### config.mk
export PLATFORM = sky130hd
export DESIGN_NAME = pfgo_top
export DESIGN_NICKNAME = d
export VERILOG_FILES = /design/src/core/pfgo_tap.v /design/src/core/pfgo_top.v
export VERILOG_INCLUDE_DIRS = /design/src /design/src/core
export SDC_FILE = /design/constraint.sdc
export NUM_CORES = 1
export LEC_CHECK = 0
export BUFFER_PORTS_ARGS = -buffer_cell sky130_fd_sc_hd__buf_2
export CORE_ASPECT_RATIO = 1.25
export CORE_MARGIN = 4
export CORE_UTILIZATION = 52
export CTS_BUF_LIST = sky130_fd_sc_hd__clkbuf_8
export DETAILED_ROUTE_END_ITERATION = 12
export PLACE_DENSITY_LB_ADDON = 0.08
export SLEW_MARGIN = 20
export SYNTH_ARGS = -nofsm -noshare
export SYNTH_HDL_FRONTEND = slang
export SYNTH_HIERARCHICAL = 1
export SYNTH_SLANG_ARGS = --single-unit
### constraint.sdc
create_clock -name aclk -period 1.8 [get_ports aclk]
set_input_delay 0.36 -clock aclk [delete_from_list [all_inputs] [get_ports aclk]]
set_output_delay 0.36 -clock aclk [all_outputs]
set_load 0.03 [all_outputs]
### src/core/pfgo_defs.vh
`ifndef PFGO_DEFS_VH
`define PFGO_DEFS_VH

// register byte offsets
`define PFGO_OFF_F_LATCH 5'h00
`define PFGO_OFF_F_DIR 5'h04
`define PFGO_OFF_F_PINS 5'h08
`define PFGO_OFF_G_LATCH 5'h0c
`define PFGO_OFF_G_DIR 5'h10
`define PFGO_OFF_G_PINS 5'h14
`define PFGO_OFF_CTRL 5'h18

// control register fields
`define PFGO_CTRL_TEST_EN 0
`define PFGO_CTRL_SEG_EN 1
`define PFGO_CTRL_PM_LSB 4
`define PFGO_CTRL_PM_MSB 6

// reset values
`define PFGO_RST_LATCH 8'h00
`define PFGO_RST_DIR 8'h00
`define PFGO_RST_CTRL 8'h00

// segment port mask thresholds
`define PFGO_PM_BIT4 3'h5
`define PFGO_PM_BIT3 3'h6
`define PFGO_PM_BIT10 3'h0

// test controller states
`define PFGO_ST_RESET 4'h0
`define PFGO_ST_IDLE 4'h1
`define PFGO_ST_SEL_DR 4'h2
`define PFGO_ST_CAP_DR 4'h3
`define PFGO_ST_SHIFT_DR 4'h4
`define PFGO_ST_EXIT1_DR 4'h5
`define PFGO_ST_PAUSE_DR 4'h6
`define PFGO_ST_EXIT2_DR 4'h7
`define PFGO_ST_UPD_DR 4'h8
`define PFGO_ST_SEL_IR 4'h9
`define PFGO_ST_CAP_IR 4'ha
`define PFGO_ST_SHIFT_IR 4'hb
`define PFGO_ST_EXIT1_IR 4'hc
`define PFGO_ST_PAUSE_IR 4'hd
`define PFGO_ST_EXIT2_IR 4'he
`define PFGO_ST_UPD_IR 4'hf

// test register width and capture value
`define PFGO_IR_W 4
`define PFGO_IR_CAPTURE 4'h1

`endif

### src/core/pfgo_tap.v
`timescale 1ns/1ps
`include "pfgo_defs.vh"

module pfgo_tap (
    // clock and reset
    input wire aclk,
    input wire aresetn,
    // enable and test pins, already synchronised
    input wire enable,
    input wire tck_s,
    input wire tms_s,
    input wire tdi_s,
    // serial output and state
    output reg tdo_q,
    output wire shifting,
    output reg [`PFGO_IR_W-1:0] ir_q
);

    localparam ST_RESET = `PFGO_ST_RESET;
    localparam ST_IDLE = `PFGO_ST_IDLE;
    localparam ST_SEL_DR = `PFGO_ST_SEL_DR;
    localparam ST_CAP_DR = `PFGO_ST_CAP_DR;
    localparam ST_SHIFT_DR = `PFGO_ST_SHIFT_DR;
    localparam ST_EXIT1_DR = `PFGO_ST_EXIT1_DR;
    localparam ST_PAUSE_DR = `PFGO_ST_PAUSE_DR;
    localparam ST_EXIT2_DR = `PFGO_ST_EXIT2_DR;
    localparam ST_UPD_DR = `PFGO_ST_UPD_DR;
    localparam ST_SEL_IR = `PFGO_ST_SEL_IR;
    localparam ST_CAP_IR = `PFGO_ST_CAP_IR;
    localparam ST_SHIFT_IR = `PFGO_ST_SHIFT_IR;
    localparam ST_EXIT1_IR = `PFGO_ST_EXIT1_IR;
    localparam ST_PAUSE_IR = `PFGO_ST_PAUSE_IR;
    localparam ST_EXIT2_IR = `PFGO_ST_EXIT2_IR;
    localparam ST_UPD_IR = `PFGO_ST_UPD_IR;

    reg [3:0] st_q;
    reg [3:0] st_d;
    reg tck_prev_q;
    reg [`PFGO_IR_W-1:0] irsh_q;
    reg bypass_q;
    wire rise;
    wire fall;

    // test clock edges, seen on the system clock
    assign rise = tck_s & ~tck_prev_q;
    assign fall = ~tck_s & tck_prev_q;
    assign shifting = (st_q == ST_SHIFT_DR) || (st_q == ST_SHIFT_IR);

    // next state from mode select
    always @* begin
        st_d = st_q;
        case (st_q)
            ST_RESET: st_d = tms_s ? ST_RESET : ST_IDLE;
            ST_IDLE: st_d = tms_s ? ST_SEL_DR : ST_IDLE;
            ST_SEL_DR: st_d = tms_s ? ST_SEL_IR : ST_CAP_DR;
            ST_CAP_DR: st_d = tms_s ? ST_EXIT1_DR : ST_SHIFT_DR;
            ST_SHIFT_DR: st_d = tms_s ? ST_EXIT1_DR : ST_SHIFT_DR;
            ST_EXIT1_DR: st_d = tms_s ? ST_UPD_DR : ST_PAUSE_DR;
            ST_PAUSE_DR: st_d = tms_s ? ST_EXIT2_DR : ST_PAUSE_DR;
            ST_EXIT2_DR: st_d = tms_s ? ST_UPD_DR : ST_SHIFT_DR;
            ST_UPD_DR: st_d = tms_s ? ST_SEL_DR : ST_IDLE;
            ST_SEL_IR: st_d = tms_s ? ST_RESET : ST_CAP_IR;
            ST_CAP_IR: st_d = tms_s ? ST_EXIT1_IR : ST_SHIFT_IR;
            ST_SHIFT_IR: st_d = tms_s ? ST_EXIT1_IR : ST_SHIFT_IR;
            ST_EXIT1_IR: st_d = tms_s ? ST_UPD_IR : ST_PAUSE_IR;
            ST_PAUSE_IR: st_d = tms_s ? ST_EXIT2_IR : ST_PAUSE_IR;
            ST_EXIT2_IR: st_d = tms_s ? ST_UPD_IR : ST_SHIFT_IR;
            ST_UPD_IR: st_d = tms_s ? ST_SEL_DR : ST_IDLE;
            default: st_d = ST_RESET;
        endcase
    end

    // state, scan registers and serial output on test clock edges
    always @(posedge aclk) begin
        if (!aresetn || !enable) begin
            st_q <= ST_RESET;
            tck_prev_q <= 1'b0;
            irsh_q <= {`PFGO_IR_W{1'b0}};
            ir_q <= {`PFGO_IR_W{1'b0}};
            bypass_q <= 1'b0;
            tdo_q <= 1'b1;
        end else begin
            tck_prev_q <= tck_s;
            if (rise) begin
                st_q <= st_d;
                case (st_q)
                    ST_CAP_IR: irsh_q <= `PFGO_IR_CAPTURE;
                    ST_SHIFT_IR: irsh_q <= {tdi_s, irsh_q[`PFGO_IR_W-1:1]};
                    ST_UPD_IR: ir_q <= irsh_q;
                    ST_CAP_DR: bypass_q <= 1'b0;
                    ST_SHIFT_DR: bypass_q <= tdi_s;
                    default: bypass_q <= bypass_q;
                endcase
            end
            // output changes on the falling test clock edge
            if (fall) begin
                if (st_q == ST_SHIFT_IR)
                    tdo_q <= irsh_q[0];
                else if (st_q == ST_SHIFT_DR)
                    tdo_q <= bypass_q;
            end
        end
    end

endmodule

### src/core/pfgo_top.v
`timescale 1ns/1ps
`include "pfgo_defs.vh"

module pfgo_top #(
    parameter ADDR_W = 5
) (
    // clock and reset
    input wire aclk,
    input wire aresetn,
    // axi4-lite write address
    input wire [ADDR_W-1:0] s_axi_awaddr,
    input wire [2:0] s_axi_awprot,
    input wire s_axi_awvalid,
    output wire s_axi_awready,
    // axi4-lite write data
    input wire [31:0] s_axi_wdata,
    input wire [3:0] s_axi_wstrb,
    input wire s_axi_wvalid,
    output wire s_axi_wready,
    // axi4-lite write response
    output reg [1:0] s_axi_bresp,
    output reg s_axi_bvalid,
    input wire s_axi_bready,
    // axi4-lite read address
    input wire [ADDR_W-1:0] s_axi_araddr,
    input wire [2:0] s_axi_arprot,
    input wire s_axi_arvalid,
    output wire s_axi_arready,
    // axi4-lite read data
    output reg [31:0] s_axi_rdata,
    output reg [1:0] s_axi_rresp,
    output reg s_axi_rvalid,
    input wire s_axi_rready,
    // port f pads
    input wire [7:0] pf_in,
    output wire [7:0] pf_out,
    output wire [7:0] pf_oe,
    output wire [7:0] pf_pullup,
    output wire [7:0] pf_in_en,
    // port g pads, five pins
    input wire [4:0] pg_in,
    output wire [4:0] pg_out,
    output wire [4:0] pg_oe,
    output wire [4:0] pg_pullup,
    output wire [4:0] pg_in_en,
    // timer clock inputs
    output wire timer0_ext_clock_in,
    output wire timer1_ext_clock_in,
    // global pullup disable
    input wire pullup_disable
);

    // registers
    reg [7:0] f_latch_q;
    reg [7:0] f_dir_q;
    reg [4:0] g_latch_q;
    reg [4:0] g_dir_q;
    reg test_port_enable_q;
    reg segment_driver_enable_q;
    reg [2:0] segment_port_mask_q;
    reg [7:0] f_sync1_q;
    reg [7:0] f_sync2_q;
    reg [4:0] g_sync1_q;
    reg [4:0] g_sync2_q;
    reg aw_held_q;
    reg w_held_q;
    reg [ADDR_W-1:0] awaddr_q;
    reg [31:0] wdata_q;
    reg [3:0] wstrb_q;

    // per-pin override signals
    wire [7:0] f_pullup_override_enable;
    wire [7:0] f_pullup_override_value;
    wire [7:0] f_direction_override_enable;
    wire [7:0] f_direction_override_value;
    wire [7:0] f_output_value_override_enable;
    wire [7:0] f_output_value_override_value;
    wire [7:0] f_input_enable_override_enable;
    wire [7:0] f_input_enable_override_value;
    wire [4:0] g_ovr;
    wire [4:0] g_direction_override_value;
    wire [7:0] f_pins;
    wire [4:0] g_pins;
    wire tdo_bit;
    wire shifting;
    wire [`PFGO_IR_W-1:0] ir_bits;
    wire do_write;
    wire [7:0] wbyte;
    wire wsel_ok;

    // two-stage synchronisers on the pads
    always @(posedge aclk) begin
        f_sync1_q <= pf_in;
        f_sync2_q <= f_sync1_q;
        g_sync1_q <= pg_in;
        g_sync2_q <= g_sync1_q;
    end

    // test controller on the test pins
    pfgo_tap u_tap (
        .aclk(aclk),
        .aresetn(aresetn),
        .enable(test_port_enable_q),
        .tck_s(f_sync2_q[4]),
        .tms_s(f_sync2_q[5]),
        .tdi_s(f_sync2_q[7]),
        .tdo_q(tdo_bit),
        .shifting(shifting),
        .ir_q(ir_bits)
    );

    // port f upper nibble: test port overrides
    assign f_pullup_override_enable[7:4] = {4{test_port_enable_q}};
    assign f_pullup_override_value[7:4] = 4'hf;
    assign f_direction_override_enable[7:4] = {4{test_port_enable_q}};
    assign f_direction_override_value[7:4] = {1'b0, shifting, 2'b00};
    assign f_output_value_override_enable[7:4] = {1'b0, test_port_enable_q, 2'b00};
    assign f_output_value_override_value[7:4] = {1'b0, tdo_bit, 2'b00};
    assign f_input_enable_override_enable[7:4] = {4{test_port_enable_q}};
    assign f_input_enable_override_value[7:4] = 4'h0;

    // port f lower nibble: no overrides, plain register control
    assign f_pullup_override_enable[3:0] = 4'h0;
    assign f_pullup_override_value[3:0] = 4'h0;
    assign f_direction_override_enable[3:0] = 4'h0;
    assign f_direction_override_value[3:0] = 4'h0;
    assign f_output_value_override_enable[3:0] = 4'h0;
    assign f_output_value_override_value[3:0] = 4'h0;
    assign f_input_enable_override_enable[3:0] = 4'h0;
    assign f_input_enable_override_value[3:0] = 4'h0;

    // port g: segment driver overrides, one enable for pu, dd and die
    assign g_ovr[4] = segment_driver_enable_q & (segment_port_mask_q > `PFGO_PM_BIT4);
    assign g_ovr[3] = segment_driver_enable_q & (segment_port_mask_q > `PFGO_PM_BIT3);
    assign g_ovr[2] = segment_driver_enable_q;
    assign g_ovr[1] = segment_driver_enable_q & (segment_port_mask_q > `PFGO_PM_BIT10);
    assign g_ovr[0] = g_ovr[1];
    assign g_direction_override_value = 5'h10;

    // pad drive, merging overrides with the port registers
    genvar i;
    generate
        for (i = 0; i < 8; i = i + 1) begin : g_fpin
            wire pu_reg;
            assign pu_reg = f_latch_q[i] & ~f_dir_q[i] & ~pullup_disable;
            assign pf_pullup[i] = f_pullup_override_enable[i] ? f_pullup_override_value[i] : pu_reg;
            assign pf_oe[i] = f_direction_override_enable[i] ? f_direction_override_value[i] : f_dir_q[i];
            assign pf_out[i] = f_output_value_override_enable[i] ? f_output_value_override_value[i] : f_latch_q[i];
            assign pf_in_en[i] = f_input_enable_override_enable[i] ? f_input_enable_override_value[i] : 1'b1;
            assign f_pins[i] = f_sync2_q[i] & pf_in_en[i];
        end
        for (i = 0; i < 5; i = i + 1) begin : g_gpin
            wire pu_reg;
            assign pu_reg = g_latch_q[i] & ~g_dir_q[i] & ~pullup_disable;
            assign pg_pullup[i] = g_ovr[i] ? 1'b0 : pu_reg;
            assign pg_oe[i] = g_ovr[i] ? g_direction_override_value[i] : g_dir_q[i];
            assign pg_out[i] = g_latch_q[i];
            assign pg_in_en[i] = g_ovr[i] ? 1'b0 : 1'b1;
            assign g_pins[i] = g_sync2_q[i] & pg_in_en[i];
        end
    endgenerate

    // timer clocks through the digital input path
    assign timer0_ext_clock_in = g_pins[4];
    assign timer1_ext_clock_in = g_pins[3];

    // axi write channel capture
    assign s_axi_awready = ~aw_held_q & ~s_axi_bvalid;
    assign s_axi_wready = ~w_held_q & ~s_axi_bvalid;
    assign do_write = aw_held_q & w_held_q;
    assign wbyte = wstrb_q[0] ? wdata_q[7:0] : 8'h00;
    assign wsel_ok = wstrb_q[0];

    always @(posedge aclk) begin
        if (!aresetn) begin
            aw_held_q <= 1'b0;
            w_held_q <= 1'b0;
            awaddr_q <= {ADDR_W{1'b0}};
            wdata_q <= 32'h0;
            wstrb_q <= 4'h0;
            s_axi_bvalid <= 1'b0;
            s_axi_bresp <= 2'b00;
        end else begin
            if (s_axi_awvalid && s_axi_awready) begin
                aw_held_q <= 1'b1;
                awaddr_q <= s_axi_awaddr;
            end
            if (s_axi_wvalid && s_axi_wready) begin
                w_held_q <= 1'b1;
                wdata_q <= s_axi_wdata;
                wstrb_q <= s_axi_wstrb;
            end
            if (do_write) begin
                aw_held_q <= 1'b0;
                w_held_q <= 1'b0;
                s_axi_bvalid <= 1'b1;
                case (awaddr_q[4:2])
                    3'h0, 3'h1, 3'h2, 3'h3, 3'h4, 3'h5, 3'h6: s_axi_bresp <= 2'b00;
                    default: s_axi_bresp <= 2'b10;
                endcase
            end else if (s_axi_bvalid && s_axi_bready) begin
                s_axi_bvalid <= 1'b0;
            end
        end
    end

    // register writes
    always @(posedge aclk) begin
        if (!aresetn) begin
            f_latch_q <= `PFGO_RST_LATCH;
            f_dir_q <= `PFGO_RST_DIR;
            g_latch_q <= 5'h00;
            g_dir_q <= 5'h00;
            test_port_enable_q <= 1'b0;
            segment_driver_enable_q <= 1'b0;
            segment_port_mask_q <= 3'h0;
        end else if (do_write && wsel_ok) begin
            case ({awaddr_q[4:2], 2'b00})
                `PFGO_OFF_F_LATCH: f_latch_q <= wbyte;
                `PFGO_OFF_F_DIR: f_dir_q <= wbyte;
                `PFGO_OFF_F_PINS: f_latch_q <= f_latch_q ^ wbyte;
                `PFGO_OFF_G_LATCH: g_latch_q <= wbyte[4:0];
                `PFGO_OFF_G_DIR: g_dir_q <= wbyte[4:0];
                `PFGO_OFF_G_PINS: g_latch_q <= g_latch_q ^ wbyte[4:0];
                `PFGO_OFF_CTRL: begin
                    test_port_enable_q <= wbyte[`PFGO_CTRL_TEST_EN];
                    segment_driver_enable_q <= wbyte[`PFGO_CTRL_SEG_EN];
                    segment_port_mask_q <= wbyte[`PFGO_CTRL_PM_MSB:`PFGO_CTRL_PM_LSB];
                end
                default: f_latch_q <= f_latch_q;
            endcase
        end
    end

    // axi read channel
    assign s_axi_arready = ~s_axi_rvalid;

    always @(posedge aclk) begin
        if (!aresetn) begin
            s_axi_rvalid <= 1'b0;
            s_axi_rdata <= 32'h0;
            s_axi_rresp <= 2'b00;
        end else if (s_axi_arvalid && s_axi_arready) begin
            s_axi_rvalid <= 1'b1;
            s_axi_rresp <= 2'b00;
            case ({s_axi_araddr[4:2], 2'b00})
                `PFGO_OFF_F_LATCH: s_axi_rdata <= {24'h0, f_latch_q};
                `PFGO_OFF_F_DIR: s_axi_rdata <= {24'h0, f_dir_q};
                `PFGO_OFF_F_PINS: s_axi_rdata <= {24'h0, f_pins};
                `PFGO_OFF_G_LATCH: s_axi_rdata <= {27'h0, g_latch_q};
                `PFGO_OFF_G_DIR: s_axi_rdata <= {27'h0, g_dir_q};
                `PFGO_OFF_G_PINS: s_axi_rdata <= {27'h0, g_pins};
                `PFGO_OFF_CTRL: s_axi_rdata <= {20'h0, ir_bits, 1'b0,
                    segment_port_mask_q, 2'b00, segment_driver_enable_q,
                    test_port_enable_q};
                default: begin
                    s_axi_rdata <= 32'h0;
                    s_axi_rresp <= 2'b10;
                end
            endcase
        end else if (s_axi_rvalid && s_axi_rready) begin
            s_axi_rvalid <= 1'b0;
        end
    end

endmodule

**After elaboration in Yosys (flattened, before gate mapping)**

Index checks and enable logic that the tools add are counted.

- Bits of input ports: 73
- Memory bits (writable): 0
- Latch bits: 0
- Bits in registers: 126
- Memories kept: 0
- Word-level logic and storage cells: 209
- ROM bits: 0
- Output and inout bits: 95

- Shift operators: 0
- $lt $le $gt $ge: 3
- Reductions and logical operators: 35
- Bitwise operators: 66
- Div/mod/pow operators: 0
- Multipliers: 0
- Equal/unequal tests: 27
- Multiplexer cells: 51
- Add/sub/neg operators: 0

Operators by type and width:

| cell | count |
|---|---|
| case mux 12 bit (7 select lines) | 1 |
| case mux 4 bit (12 select lines) | 1 |
| AND 1 bit | 43 |
| 2-to-1 mux 1 bit | 33 |
| == test 4 bit (second input constant) | 8 |
| inverter 1 bit | 21 |
| == test 3 bit (second input constant) | 6 |
| AND reduction 2 bit | 9 |
| == test 4 x 3 -> 1 bit (second input constant) | 4 |
| 2-to-1 mux 4 bit | 4 |
| case mux 8 bit (2 select lines) | 1 |
| nonzero test 2 bit | 7 |
| OR reduction 7 bit | 2 |
| == test 3 x 2 -> 1 bit (second input constant) | 4 |
| 2-to-1 mux 2 bit | 5 |
| case mux 5 bit (2 select lines) | 1 |
| == test 4 x 2 -> 1 bit (second input constant) | 2 |
| 2-to-1 mux 8 bit | 1 |
| case mux 4 bit (2 select lines) | 1 |
| XOR 8 bit | 1 |
| == test 3 x 1 -> 1 bit (second input constant) | 2 |
| greater-than comparator 3 bit (second input constant) | 2 |
| logical AND 1 bit | 6 |
| logical NOT 3 bit | 2 |
| other kinds (10) | 15 |

**Logic depth before layout (Yosys ltp)**

Gate-level depths: netlist of the first run.

- Depth after elaboration: 5
- Gate-level depth with buffers: 6
- Gate-level depth less buffers: 6

**By module**

The synthesis of the first run kept the hierarchy.

By module, submodules not included:

| module | cells each | times used | area each (µm²) | sequential area each (µm²) |
|---|---|---|---|---|
| pfgo_top | 486 | 1 | 4,103.9 | 1,741.7 |
| pfgo_tap | 100 | 1 | 879.6 | 300.3 |

**Worst setup path before layout of the first run**

Ideal clock, no wire load.

- Kind: flip-flop to output port
- Start point: register segment_driver_enable_q
- End point: output port pg_pullup[0]
- Buffers on the path: 0
- Setup slack: -0.298 ns
- Cell stages (with the launch flop): 4
- Required time: 1.440 ns
- Data arrival time: 1.738 ns
- Path through: dfxtp_1 inv_1 nor2_1 nor4b_1

- Longest elaborated chain between the ends: 2

RTL lines:

| what | line | RTL |
|---|---|---|
| start: declaration | pfgo_top.v:59 | `reg segment_driver_enable_q;` |
| start signal: assignment | pfgo_top.v:227 | `` segment_driver_enable_q <= wbyte[`PFGO_CTRL_SEG_EN]; `` |
| AND 1 bit | pfgo_top.v:136 | `` assign g_ovr[1] = segment_driver_enable_q & (segment_port_mask_q > `PFGO_PM_BIT10); `` |
| 2-to-1 mux 1 bit | pfgo_top.v:155 | `assign pg_pullup[i] = g_ovr[i] ? 1'b0 : pu_reg;` |
| end: declaration | pfgo_top.v:44 | `output wire [4:0] pg_pullup,` |

No other way between the ends.

**Worst setup path in the final report of the first run**

- Start point: register u_tap.st_q[2]
- End point: output port pf_oe[6]

- Longest elaborated chain between the ends: 3
- Elaborated cells between the ends (all ways): 4
- Those cells by class: 2 x eq/ne; 1 x mux; 1 x reduce/logical

RTL lines:

| what | line | RTL |
|---|---|---|
| start: declaration | pfgo_tap.v:36 | `reg [3:0] st_q;` |
| start signal: assignment | pfgo_tap.v:85 | `st_q <= st_d;` |
| == test 4 x 3 -> 1 bit or == test 4 bit (tied branches) | pfgo_tap.v:47 | `assign shifting = (st_q == ST_SHIFT_DR) \|\| (st_q == ST_SHIFT_IR);` |
| logical OR 1 bit (*) | pfgo_tap.v:47 |  |
| net shifting | pfgo_top.v:85 | `wire shifting;` |
| 2-to-1 mux 1 bit (*) | pfgo_top.v:147 | `assign pf_oe[i] = f_direction_override_enable[i] ? f_direction_override_value[i] : f_dir_q[i];` |
| end: declaration | pfgo_top.v:37 | `output wire [7:0] pf_oe,` |

Mark *: on every way through the listed nets, which the timed path passes. The rest lies on a longest branch.

==> metrics, run 1 <==
number of max-cap violations 0; Num CTS Buffers 9; Worst-Skew Late Latency 0.37 ns; Post-synth ARST share 0; Cell Count Post-Placement 781; mapped cell area 0.004984 mm²; fin cells 807; fraction of layout cells with a size suffix above 1 0.2895; Critical R2R Launch u_tap/st_q[2]; clock-pin slew on the worst setup and hold paths 0.09 ns; DRT iter0 DRCs 382; crit path max fanout 4; period utilization 1.037; Initial Util 0.5375; R2R setup slack 0.10 ns; count of final hold-check violations 0; # port buffers 104; Hold Path Class input pin to flip-flop; post-synthesis sequential area ratio 0.4097; final total power 4.306 mW; maximum root-to-sink buffer count 2; Slew Limit Fails 0; Post-synth top cells dfxtp_1, a21oi_1, nand2_1; Yosys cell types 65; first-pass GRT wire length 20.84 mm; Worst R2R End u_tap/tdo_q; Die Width 95.56 µm; Die H 117.5 µm; Critical Path RT 1.44 ns; EDFF count, synth 0; drt via density 5.447; Worst Setup Slack, final -0.06689 ns; post-synth top area share 0.4097; VDD IR-drop max 646.8 µV; placeable core area 0.009271 mm²; post-synth top area cell dfxtp_1; WL per Instance 16.25 µm; Area Overhead vs Synth 17.55%; Residual DRC 0; CTS tree done; DRT antenna net count 0; f_max 535.7 MHz; final net count 752; worst hold endpoint f_sync1_q[6]; failing checks setup timing; routability cong. 0.8733; DR vias 4,396; multi-input logic area 0.002497 mm²; GRT Resource Usage Total 0.2338; CP Capture Type output pin; vias in the first global route 4,201; worst hold path startpoint pf_in[6]; pin count of the biggest net entering global routing 20; hold depth 1; Worst Reg-to-Reg Cells 10; clock sinks 102; DRT Wirelength 13.11 mm; I/O Pins 168; Setup CP Type flip-flop to output pin; row cnt 39; Synth Area per Inst 8.504 µm²; die area 0.01122 mm²; Fin Clk Skew 0.01234 ns; n_diodes 0; Root Buffer clkbuf_8; Mapped Cells 586; PwrDens 735.0 mW/mm²; critical path arrival 1.51 ns; Fillers 851; synth top area cells dfxtp_1, buf_4, a21oi_1; post-route minimum period 1.867 ns; Seq cells post-synth 102; synth warn 6; endpoints failing setup 5; hpwl dp 9.522 mm; FF/Latch Area 0.002059 mm²; H-tree depth 3; RSZ-0062 raised after global routing yes; GRT overflow 0; startpoint type of the worst setup path flip-flop; Main synth FF type dfxtp_1; most frequent cell after synthesis dfxtp_1; first-pass iteration count of the detailed router 5; leakage 2.478 nW; initial antenna violation count 0; status finished, violations left
[final cells by class]
cell class,count,share of cell area
Multi-Input combinational cell,408,0.4263
Sequential cell,102,0.3516
Clock buffer,10,0.02349
Tap cell,123,0.02627
Timing Repair Buffer,144,0.1527
Clock inverter,6,0.01068
Inverter,14,0.008971
[placed cells by master (no fill, tap or decap), drive strengths merged, types with 3 or more instances in the layout]
master  count
and4b       4
a211o       5
a31oi       8
nor4b       3
a311oi      4
o21ai      32
o31ai       9
clkbuf     10
or2         5
nor2       36
inv        15
nand4      12
a22oi       7
a21oi      60
and2       12
buf       144
dfxtp     102
nand2b     13
nand2      54
nor3       11
mux2i      21
conb       26
nor2b      23
o22ai       4
nor3b      10
nand3      14
and3        4
[how the worst max path moves through the flow]
stage               slack (ns)  cells past startpoint      endpoint                    start
detailed placement        0.23                      4    g_dir_q[1]                aw_held_q
CTS                      -0.06                      4      pf_oe[6]            u_tap/st_q[2]
finish                   -0.07                      4      pf_oe[6]            u_tap/st_q[2]
floorplan                -0.30                      3  pg_pullup[0]  segment_driver_enable_q
global placement          0.25                      4    g_dir_q[3]              awaddr_q[2]
global route             -0.12                      4  pg_pullup[0]   segment_port_mask_q[2]
[metrics by stage]
| stage | setup WS (ns) | area, µm² | hold slack (ns) | setup TNS [ns] | utilization |
|---|---|---|---|---|---|
| floorplan | -0.2982 | 5085 | 0.3096 | -0.7821 | - |
| global placement | 0.2459 | 5414 | 0.3101 | 0 | 0.5839 |
| detailed placement | 0.2319 | 5414 | 0.3121 | 0 | 0.5839 |
| CTS | -0.06385 | 5769 | 0.07030 | -0.1613 | 0.6223 |
| finish | -0.06689 | 5858 | 0.08414 | -0.1874 | 0.6318 |
| global route | -0.1241 | 5858 | 0.06132 | -0.6347 | 0.6318 |
[critical path, cell delays in order (launching register included)]
cell and delay [ns]:
dfxtp_2 0.35, nand4b_1 0.12, a21bo_2 0.25, mux2_4 0.27, buf_6 0.14
[per-layer routing]
metal,part of all wire,track usage
met5,0,0
met4,0.023,0.08452
met3,0.072,0.06010
met2,0.48,0.3706
met1,0.43,0.3035
[where the power goes]
part / internal [mW] / switching [mW]
registers: 2.32 / 0.0605
clock network: 0.676 / 0.774
logic: 0.160 / 0.319
[kinds of logic after synthesis]
| logic type | after synthesis | share of synthesized area |
|---|---|---|
| and+or+nand+nor | 209 | 0.2320 |
| AOI/OAI and AO/OA | 148 | 0.1815 |
| DFF | 102 | 0.4097 |
| buffers and inverters | 100 | 0.1250 |
| muxes | 23 | 0.04670 |
| xor gates and xnor gates | 2 | 0.003516 |
| other | 2 | 0.001507 |
[registers in the layout (all words and copies together) (netlist names), 5 cells and up]
register	count
f_dir_q	8
pg_out	5
f_sync1_q	8
f_latch_q	8
f_sync2_q	8
s_axi_rdata	12
g_dir_q	5
wdata_q	8
g_sync1_q	5
g_sync2_q	5
[repair_timing]
item | CTS | global route
hold buffers | 0 | 0
buffers inserted | 9 | 2
resized for setup | 30 | 28
endpoints found under the setup margin | 12 | 16
pin swaps | 6 | 4
(Power assumes the default switching activity.)
==> inputs of run 2 (changes only) <==
--- a/config.mk
+++ b/config.mk
@@ -16,5 +16,4 @@
 export SLEW_MARGIN = 20
 export SYNTH_ARGS = -nofsm -noshare
 export SYNTH_HDL_FRONTEND = slang
-export SYNTH_HIERARCHICAL = 1
 export SYNTH_SLANG_ARGS = --single-unit
==> metrics, run 2 <==
combinational share of power 0.103 (was 0.111); P_int 3.249 mW (was 3.152 mW); period utilization 1.041 (was 1.037); GRT overflow 0 (unchanged); Post-synth top cells dfxtp_1, nand2_1, buf_4 (was dfxtp_1, a21oi_1, nand2_1); Mapped Cells 556 (was 586); Synth Area in Compound Gates 0.1811 (was 0.1815); PwrDens 766.9 mW/mm² (was 735.0 mW/mm²); Synth Area in XOR/XNOR 0.01430 (was 0.003515); I/O Pins 168 (unchanged); first-pass iteration count of the detailed router 5 (unchanged); crit path max fanout 4 (unchanged); Critical R2R Launch w_held_q (was u_tap/st_q[2]); RSZ-0062 raised after global routing yes (unchanged); Yosys cell types 60 (was 65); first-pass GRT wire length 19.16 mm (was 20.84 mm); Area Overhead vs Synth 16.57% (was 17.55%); EDFF count, synth 0 (unchanged); GRT Resource Usage Total 0.2229 (was 0.2338); part of the power in registers 0.545 (was 0.552); drt via density 5.285 (was 5.447); count of final hold-check violations 0 (unchanged); Main synth FF type dfxtp_1 (unchanged); n_diodes 0 (unchanged); switching fraction of total power 0.2582 (was 0.2679); row cnt 39 (unchanged); Critical Path RT 1.44 ns (about the same); Biggest register s_axi_rdata (unchanged); DR vias 4,096 (was 4,396); critical path arrival 1.51 ns (about the same); Post-synth ARST share 0 (unchanged); Die H 116.5 µm (was 117.5 µm); Adder-Cell Fraction of Synth Area 0 (unchanged); post-synthesis mux area share 0.05184 (was 0.04670); Num CTS Buffers 9 (unchanged); Root Buffer clkbuf_8 (unchanged); Setup CP Type flip-flop to output pin (unchanged); Worst Reg-to-Reg Cells 5 (was 10); vias in the first global route 3,779 (was 4,201); number of max-cap violations 0 (unchanged); final net count 720 (was 752); post-synthesis sequential area ratio 0.4168 (was 0.4097); hpwl dp 9.040 mm (was 9.522 mm); Worst Setup Slack, final -0.07400 ns (was -0.06689 ns); most common cell after layout, fill and taps aside dfxtp_1 (unchanged); dpl ws 0.1138 ns (was 0.2319 ns); Fin Clk Skew 0.01044 ns (was 0.01234 ns); # port buffers 104 (unchanged); mapped cell area 0.004900 mm² (was 0.004984 mm²); H-tree depth 3 (unchanged); Worst-Skew Late Latency 0.37 ns (about the same); initial antenna violation count 0 (unchanged); routability cong. 0.8282 (was 0.8733); leakage 2.355 nW (was 2.478 nW); worst hold endpoint g_sync1_q[2] (was f_sync1_q[6]); DRT iter0 DRCs 196 (was 382); die area 0.01105 mm² (was 0.01122 mm²); startpoint type of the worst setup path flip-flop (unchanged); synth warn 0 (was 6); status finished, violations left (unchanged); most frequent cell after synthesis dfxtp_1 (unchanged); endpoints failing setup 4 (was 5); clock sinks 102 (unchanged); largest family of logic cells by synthesized area simple AND/OR/NAND/NOR gates (unchanged); CTS tree done (unchanged); synth top area cells dfxtp_1, buf_4, nand2_1 (was dfxtp_1, buf_4, a21oi_1); max reg flops 12 (unchanged); Worst R2R End segment_driver_enable_q (was u_tap/tdo_q); post-synth top area cell dfxtp_1 (unchanged); maximum root-to-sink buffer count 2 (unchanged); pin count of the biggest net entering global routing 52 (was 20); DRT antenna net count 0 (unchanged); Fillers 847 (was 851); Slew Limit Fails 0 (unchanged); Hold Path Class input pin to flip-flop (unchanged); part of the power in the clock network 0.352 (was 0.337); post-synth top area share 0.4168 (was 0.4097); hold_buf cts 0 (unchanged); Initial Util 0.5341 (was 0.5375); hold depth 1 (unchanged); most frequent cells in the layout dfxtp_1, buf_2, nand2_1 (was dfxtp_1, buf_2, a21oi_1); Seq cells post-synth 102 (unchanged); Cell Count Post-Placement 751 (was 781); DRT Wirelength 12.23 mm (was 13.11 mm); failing checks setup timing (unchanged); Synth Area per Inst 8.812 µm² (was 8.504 µm²); fraction of layout cells with a size suffix above 1 0.2669 (was 0.2895); R2R setup slack 0.26 ns (was 0.10 ns); Die Width 94.82 µm (was 95.56 µm); clock-pin slew on the worst setup and hold paths 0.09 ns (about the same); post-route minimum period 1.874 ns (was 1.867 ns); f_max 533.6 MHz (was 535.7 MHz); simple-gate share of the synthesized area 0.2263 (was 0.2320); WL per Instance 15.78 µm (was 16.25 µm); worst hold path startpoint pg_in[2] (was pf_in[6]); placeable core area 0.009174 mm² (was 0.009271 mm²); Net Sw Power 1.131 mW (was 1.154 mW); CP Capture Type output pin (unchanged); VDD IR-drop max 493.1 µV (was 646.8 µV); Residual DRC 0 (unchanged); fin cells 775 (was 807)
-- run 2: cell count changes in the layout (fill, tap and decap cells not counted), moves of 10 or more --
| cell | change |
|---|---|
| a21boi_1 | +22 |
| o21ai_0 | -13 |
| a21oi_1 | -48 |
| nand4_1 | -10 |
| o21ai_1 | +10 |
| a21boi_0 | +14 |
| buf_4 | -14 |
-- run 2: cell families after synthesis --
group	count (synthesis)
flops	102
xor+xnor	8
other cells	2
simple gates	202
buf+inv	90
mux	24
compound gates	128
-- run 2: layout make-up --
cell class                 instances  area (µm²)  share of cell area
sequential                       102        2057              0.3601
clock inverter                     7       90.09             0.01577
multi-input combinational        388        2466              0.4318
clock buffer                       9       123.9             0.02169
timing repair buffer             131       764.5              0.1338
tap                              123       153.9             0.02694
inverter                          15       56.30            0.009858
-- run 2: how the worst max path moves through the flow --
stage,start,to,slack [ns]
final,segment_port_mask_q[2],pg_pullup[0],-0.07
after global routing,segment_port_mask_q[2],pg_pullup[1],-0.15
after CTS,segment_port_mask_q[2],pg_pullup[0],-0.1
after detailed placement,s_axi_araddr[2],s_axi_rdata[3],0.11
after global placement,s_axi_araddr[2],s_axi_rdata[3],0.12
after floorplan,segment_port_mask_q[0],pg_pullup[0],-0.24
-- run 2: worst max-delay path: stages, from the launching register on --
cell and delay [ns]:
dfxtp_2 0.35, o31a_1 0.35, nor4b_2 0.25, buf_4 0.20
-- run 2: repair_timing --
| action | in CTS | in global routing |
|---|---|---|
| endpoints found under the setup margin | 13 | 11 |
| hold endpoints to repair | 0 | 0 |
| gates resized for setup | 18 | 13 |
| buffers inserted | 4 | 4 |
| pin swaps | 2 | 4 |
-- run 2: per-layer routing --
metal  global-route usage  part of all wire  vias up  wire (µm)
met1               0.2689              0.40     1944       4948
li1                     -                 -     2035          -
met4              0.09240             0.024        0        289
met2               0.3928              0.53      100       6459
met5                    0                 0        -          0
met3              0.03479             0.044       17        532
-- run 2: power by group through the flow --
stage	Combinational, mW	Clock, mW	Sequential, mW
after floorplan	0.348	0	2.44
after global placement	0.441	0	2.44
after detailed placement	0.447	0	2.44
after CTS	0.450	1.58	2.39
after global routing	0.492	1.67	2.40
final	0.450	1.54	2.39
-- run 2: through the flow --
step / total power, mW / cell area [µm²] / setup TNS [ns] / hold slack [ns] / utilization
3_3_place_gp: 2.883 / 5356 / 0 / 0.3105 / 0.5839
2_1_floorplan: 2.789 / 5001 / -0.4960 / 0.3096 / -
5_1_grt: 4.560 / 5712 / -0.5570 / 0.06428 / 0.6226
4_1_cts: 4.420 / 5655 / -0.3926 / 0.06961 / 0.6165
3_5_place_dp: 2.891 / 5356 / 0 / 0.3132 / 0.5839
6_report: 4.380 / 5712 / -0.2405 / 0.08579 / 0.6226
